$ cat src/clock_source_select_defines.vh
`ifndef CLOCK_SOURCE_SELECT_DEFINES_VH
`define CLOCK_SOURCE_SELECT_DEFINES_VH

// ----------------------------------------
// System clock select codes
// ----------------------------------------
`define SEL_ONCHIP 2'h0
`define SEL_MAIN 2'h1
`define SEL_SUB 2'h2
`define SEL_RESET 2'h0

// ----------------------------------------
// Division mode codes
// ----------------------------------------
`define DIV_THROUGH 2'h0
`define DIV_BY2 2'h1
`define DIV_BY4_A 2'h2
`define DIV_BY4_B 2'h3
`define DIV_RESET 2'h3

`endif

$ cat src/clock_source_select.v
`include "clock_source_select_defines.vh"
`default_nettype none

module clock_source_select (
    // Clock and reset
    input wire mclk,
    input wire rst_b,
    // Oscillator sources, sampled as enables on mclk
    input wire onchip_clock,
    input wire main_clock,
    input wire sub_clock,
    // Core control
    input wire rc_oscillator_select_command,
    input wire system_clock_select_high,
    input wire system_clock_select_low,
    input wire division_mode_high,
    input wire division_mode_low,
    input wire clock_control_write,
    // Oscillator control
    output reg ceramic_enable,
    output reg rc_enable,
    output reg rc_selected,
    // Clocks out
    output reg system_clock,
    output reg instruction_clock,
    output reg [1:0] clock_select,
    output reg [1:0] division_mode
);

    // ----------------------------------------
    // Decoding
    // ----------------------------------------
    function [1:0] div_ratio;
        input [1:0] mode;
        begin
            case (mode)
                `DIV_THROUGH: div_ratio = 2'h0;
                `DIV_BY2: div_ratio = 2'h1;
                // Codes 10 and 11 both give divide-by-4
                default: div_ratio = 2'h3;
            endcase
        end
    endfunction

    // ----------------------------------------
    // RC latch
    // ----------------------------------------
    reg rc_flag_r;
    reg rc_flag_nxt;

    // Set-once; later commands change nothing
    always @* begin
        rc_flag_nxt = rc_flag_r;
        if (rc_oscillator_select_command) begin
            rc_flag_nxt = 1'b1;
        end
    end

    always @(posedge mclk or negedge rst_b) begin
        if (!rst_b) begin
            rc_flag_r <= 1'b0;
        end else begin
            rc_flag_r <= rc_flag_nxt;
        end
    end

    always @(posedge mclk or negedge rst_b) begin
        if (!rst_b) begin
            ceramic_enable <= 1'b1;
            rc_enable <= 1'b0;
            rc_selected <= 1'b0;
        end else begin
            ceramic_enable <= ~rc_flag_r;
            rc_enable <= rc_flag_r;
            rc_selected <= rc_flag_r;
        end
    end

    // ----------------------------------------
    // Control fields
    // ----------------------------------------
    // Reset leaves the on-chip clock divided by 4
    reg [1:0] select_nxt;
    reg [1:0] mode_nxt;

    always @* begin
        select_nxt = clock_select;
        mode_nxt = division_mode;
        if (clock_control_write) begin
            select_nxt = {system_clock_select_high, system_clock_select_low};
            mode_nxt = {division_mode_high, division_mode_low};
        end
    end

    always @(posedge mclk or negedge rst_b) begin
        if (!rst_b) begin
            clock_select <= `SEL_RESET;
            division_mode <= `DIV_RESET;
        end else begin
            clock_select <= select_nxt;
            division_mode <= mode_nxt;
        end
    end

    // ----------------------------------------
    // Source edge detectors
    // ----------------------------------------
    // Each source keeps its own history, so a change of select cannot
    // turn the new source's high level into a false tick.
    wire [2:0] src_level;
    wire [2:0] src_rise;

    assign src_level = {sub_clock, main_clock, onchip_clock};

    genvar gi;

    generate
        for (gi = 0; gi < 3; gi = gi + 1) begin : g_edge
            reg level_r;

            always @(posedge mclk or negedge rst_b) begin
                if (!rst_b) begin
                    level_r <= 1'b0;
                end else begin
                    level_r <= src_level[gi];
                end
            end

            assign src_rise[gi] = src_level[gi] & ~level_r;
        end
    endgenerate

    // ----------------------------------------
    // Multiplexer
    // ----------------------------------------
    reg src_edge;

    always @* begin
        case (clock_select)
            `SEL_ONCHIP: src_edge = src_rise[0];
            `SEL_MAIN: src_edge = src_rise[1];
            `SEL_SUB: src_edge = src_rise[2];
            default: src_edge = src_rise[0];
        endcase
    end

    // ----------------------------------------
    // Divider
    // ----------------------------------------
    // Sources are treated as tick enables; glitch-free switching is traded
    // for a single-clock design.
    reg [1:0] div_cnt_r;
    reg [1:0] div_cnt_nxt;
    reg [1:0] div_limit;
    reg tick_nxt;

    always @* begin
        div_limit = div_ratio(division_mode);
    end

    always @* begin
        div_cnt_nxt = div_cnt_r;
        tick_nxt = 1'b0;
        if (src_edge) begin
            if (div_cnt_r >= div_limit) begin
                div_cnt_nxt = 2'h0;
                tick_nxt = 1'b1;
            end else begin
                div_cnt_nxt = div_cnt_r + 2'h1;
            end
        end
    end

    always @(posedge mclk or negedge rst_b) begin
        if (!rst_b) begin
            div_cnt_r <= 2'h0;
        end else begin
            div_cnt_r <= div_cnt_nxt;
        end
    end

    // ----------------------------------------
    // Clock outputs
    // ----------------------------------------
    // Instruction clock ticks every second system tick
    reg sys_toggle_r;
    reg sys_toggle_nxt;
    reg ins_tick_nxt;

    always @* begin
        sys_toggle_nxt = sys_toggle_r;
        ins_tick_nxt = 1'b0;
        if (tick_nxt) begin
            sys_toggle_nxt = ~sys_toggle_r;
            ins_tick_nxt = sys_toggle_r;
        end
    end

    always @(posedge mclk or negedge rst_b) begin
        if (!rst_b) begin
            sys_toggle_r <= 1'b0;
        end else begin
            sys_toggle_r <= sys_toggle_nxt;
        end
    end

    always @(posedge mclk or negedge rst_b) begin
        if (!rst_b) begin
            system_clock <= 1'b0;
            instruction_clock <= 1'b0;
        end else begin
            system_clock <= tick_nxt;
            instruction_clock <= ins_tick_nxt;
        end
    end

endmodule
`default_nettype wire

$ cat config.mk
export PLATFORM = sky130hd
export DESIGN_NAME = clock_source_select
export DESIGN_NICKNAME = d
export VERILOG_FILES = /design/src/clock_source_select.v
export VERILOG_INCLUDE_DIRS = /design/src
export SDC_FILE = /design/constraint.sdc
export NUM_CORES = 1
export LEC_CHECK = 0
export ABC_AREA = 1
export BUFFER_PORTS_ARGS = -buffer_cell sky130_fd_sc_hd__buf_2
export CORE_MARGIN = 4
export CORE_UTILIZATION = 40
export DETAILED_ROUTE_END_ITERATION = 6
export PLACE_DENSITY = 0.62
export RECOVER_POWER = 100
export SLEW_MARGIN = 10
export SYNTH_ARGS = -nofsm -noshare
export SYNTH_HDL_FRONTEND = slang
export SYNTH_SLANG_ARGS = --single-unit
$ cat constraint.sdc
create_clock -name mclk -period 1.7 [get_ports mclk]
set_clock_uncertainty 0.1 [all_clocks]
set_input_delay 0.34 -clock mclk [delete_from_list [all_inputs] [get_ports mclk]]
set_output_delay 0.34 -clock mclk [all_outputs]
set_load 0.01 [all_outputs]
==> qor.csv <==
metric,value,unit
outcome,completed,
leakagePower,0.4071,nW
first_pass_iters,1,
num_antenna_cells,0,
required,1.82,ns
synth.yosys.warnings,0,
worst_slew_pin_slew,0.7768,ns
dieArea,0.002366,mm²
synth_fp_nets,80,
power.switching,286.4,µW
netlist.area_leader.share,0.4545,
hpwl,784.1,µm
cts_made_buffers,3,
critPathMaxFanout,3,
clkLatencyLatePin,0.28,ns
dr_wl_met2,477,µm
h-tree-depth,1,
drv_cap,0,
comb_power_share,0.270,
wl,1017,µm
drt-met1-wl,442,µm
ctsResizeCount,0,
setup.worst_path.start_class,flip-flop,
hold_viol_final,0,
die_w,48.64,µm
rows,14,
clock-sinks,15,
synth_top_cells_by_area,"dfrtp_1, dfstp_2, inv_1",
fin_crit_sh,0.8814,
yosysTopAreaCell,dfrtp_1,
cp-end-kind,flip-flop,
setup-violations-final,0,
drive_gt1_frac,0.2045,
min_period,1.498,ns
critPathSlowestCell,dfstp_2,
highest_layer,met3,
slew_headroom,0.4821,
ir_drop,0.4558,mV
min_path_type,in2reg,
swShare,0.3218,
p_int,603.6,µW
grt_pass1_vias,451,
grt_pass1_wl,1725,µm
first_iter_violations,0,
critPathKind,reg2reg,
slew_violations,0,
antenna_left,0,
final_cell_mix,"inv_1, clkbuf_1, nand2_1, dfrtp_1, buf_2",
cts_root_buffer,clkbuf_4,
p_clk_frac,0.227,
multi_input_area,212.7,µm²
power_frac_seq,0.504,
fmax,667.4,MHz
syn_area,660.6,µm²
overflow,0,
seq_area_frac_synth,0.5739,
cp.arrival,1.62,ns
yosys_register_bits,15,
start_util,0.4286,
clock_path_buffers,2,
clk_pin_slew,0.09,ns
syn_area_per_cell,10.16,µm²
port_buffers,19,
antenna_found_initial,0,
seq_area,379.1,µm²
crit_family,flip-flops,
worst-path-buf-inv,2,
vias_per_cell,4.452,
wire_per_inst,9.779,µm
dr_wl_met3,96,µm
path_cells,inv_1 > nand2_1 > ha_1 > inv_1 > nand2_1 > nand2_1 > nand2_2 > nand3_1 > nand2_1 > nand2_1,
pin_count,20,
cpMostUsedCell,nand2_1,
fillers,175,
total_power,890.0,µW
grtUsageTotal,0.09381,
grt_max_degree,16,
core_area,0.001541,mm²
fin_setup_tns,0,ns
cts_tree,done,
p_per_area,1140,mW/mm²
fp.dieH,48.64,µm
area_growth,18.18,%
fin_nets,104,
vias,463,
layout_commonest_cell,inv_1,
ys_types,16,
gp_congestion,0.6685,
max_stage_delay,0.53,ns
postSynthCellCount,65,
rsz0062_at_grt,false,
drc,0,
[final timing paths]
check                                                   end  slack, ns  cells past startpoint                    startpoint
worst min register to register        rc_selected$_DFF_PN0_       0.30                      0         rc_flag_r$_DFFE_PN0P_
min in group asynchronous             rc_selected$_DFF_PN0_       0.54                      2                         rst_b
worst max register to register     sys_toggle_r$_DFFE_PN0P_       0.20                     10  division_mode[1]$_DFFE_PN1P_
worst min-delay path            g_edge[1].level_r$_DFF_PN0_       0.08                      1                    main_clock
worst max-delay path               sys_toggle_r$_DFFE_PN0P_       0.20                     10  division_mode[1]$_DFFE_PN1P_
max in group asynchronous          div_cnt_r[0]$_DFFE_PN0P_       0.48                      2                         rst_b
[worst register-to-register path, delay by kind of cell (launching register included)]
kind                     cells  cell delay [ns]
AND/OR/NAND/NOR              7             0.48
adder cells (fa/ha/maj)      1             0.22
flip-flops                   1             0.53
buffers and inverters        2             0.12
[repair_timing]
item | 4_1_cts | 5_1_grt
hold endpoints to repair | 12 | 0
hold buffers | 1 | 0
setup buffers | 0 | 0
[Yosys cell counts]
cell / instances
o21ai_0: 4
dfstp_2: 3
xnor2_1: 1
dfrtp_1: 12
nand3_1: 4
nand4_1: 1
buf_4: 1
ha_1: 4
nand2_1: 12
o21ai_2: 1
nand3_2: 2
nor2_1: 2
or2_2: 1
o21ai_4: 1
inv_1: 14
nand2_2: 2
[sequential cells by signal, indices dropped and copies added, names as in the netlist]
name and flops:
g_edge.level_r 3, rc_flag_r 1, sys_toggle_r 1, ceramic_enable 1, rc_selected 1, division_mode 2
div_cnt_r 2, clock_select 2, system_clock 1, instruction_clock 1
[power by group through the flow]
stage | logic, mW | clock network, mW | registers [mW]
3_5_place_dp | 0.267 | 0 | 0.452
6_report | 0.240 | 0.202 | 0.448
4_1_cts | 0.269 | 0.210 | 0.447
2_1_floorplan | 0.184 | 0 | 0.462
5_1_grt | 0.278 | 0.226 | 0.457
3_3_place_gp | 0.262 | 0 | 0.452
[metal layers]
layer,up-vias,global-route usage
met5,-,0
met4,0,0.06726
met3,0,0.03067
met2,15,0.1413
met1,203,0.1105
li1,245,-
[final cells by class]
| class | count | area share |
|---|---|---|
| Sequential cell | 15 | 0.4856 |
| Multi-Input combinational cell | 35 | 0.2724 |
| Timing Repair Buffer | 20 | 0.1154 |
| Inverter | 14 | 0.06731 |
| Clock buffer | 4 | 0.03365 |
| Tap cell | 16 | 0.02564 |
[kinds of logic (layout without fill, tap and decap cells)]
family / Yosys count / after routing / share of synthesized area
DFF: 15 / 15 / 0.5739
adders and majority gates: 4 / 4 / 0.07576
and+or+nand+nor: 24 / 24 / 0.1780
xor gates and xnor gates: 1 / 1 / 0.01326
AOI/OAI and AO/OA: 6 / 6 / 0.06819
buffers and inverters: 15 / 38 / 0.09091
[through the flow]
step | utilization | instance area (µm²) | setup slack (ns) | cells | hold WS [ns]
3_3_place_gp | 0.4984 | 768.2 | 0.2461 | 99 | 0.1620
6_report | 0.5065 | 780.7 | 0.2016 | 104 | 0.07501
5_1_grt | 0.5065 | 780.7 | 0.05133 | 104 | 0.06288
4_1_cts | 0.5219 | 804.5 | 0.2028 | 104 | 0.06548
3_5_place_dp | 0.4984 | 768.2 | 0.2217 | 99 | 0.1585
2_1_floorplan | - | 660.6 | 0.2601 | 65 | -0.05559
Power figures use the tool's default switching activity.
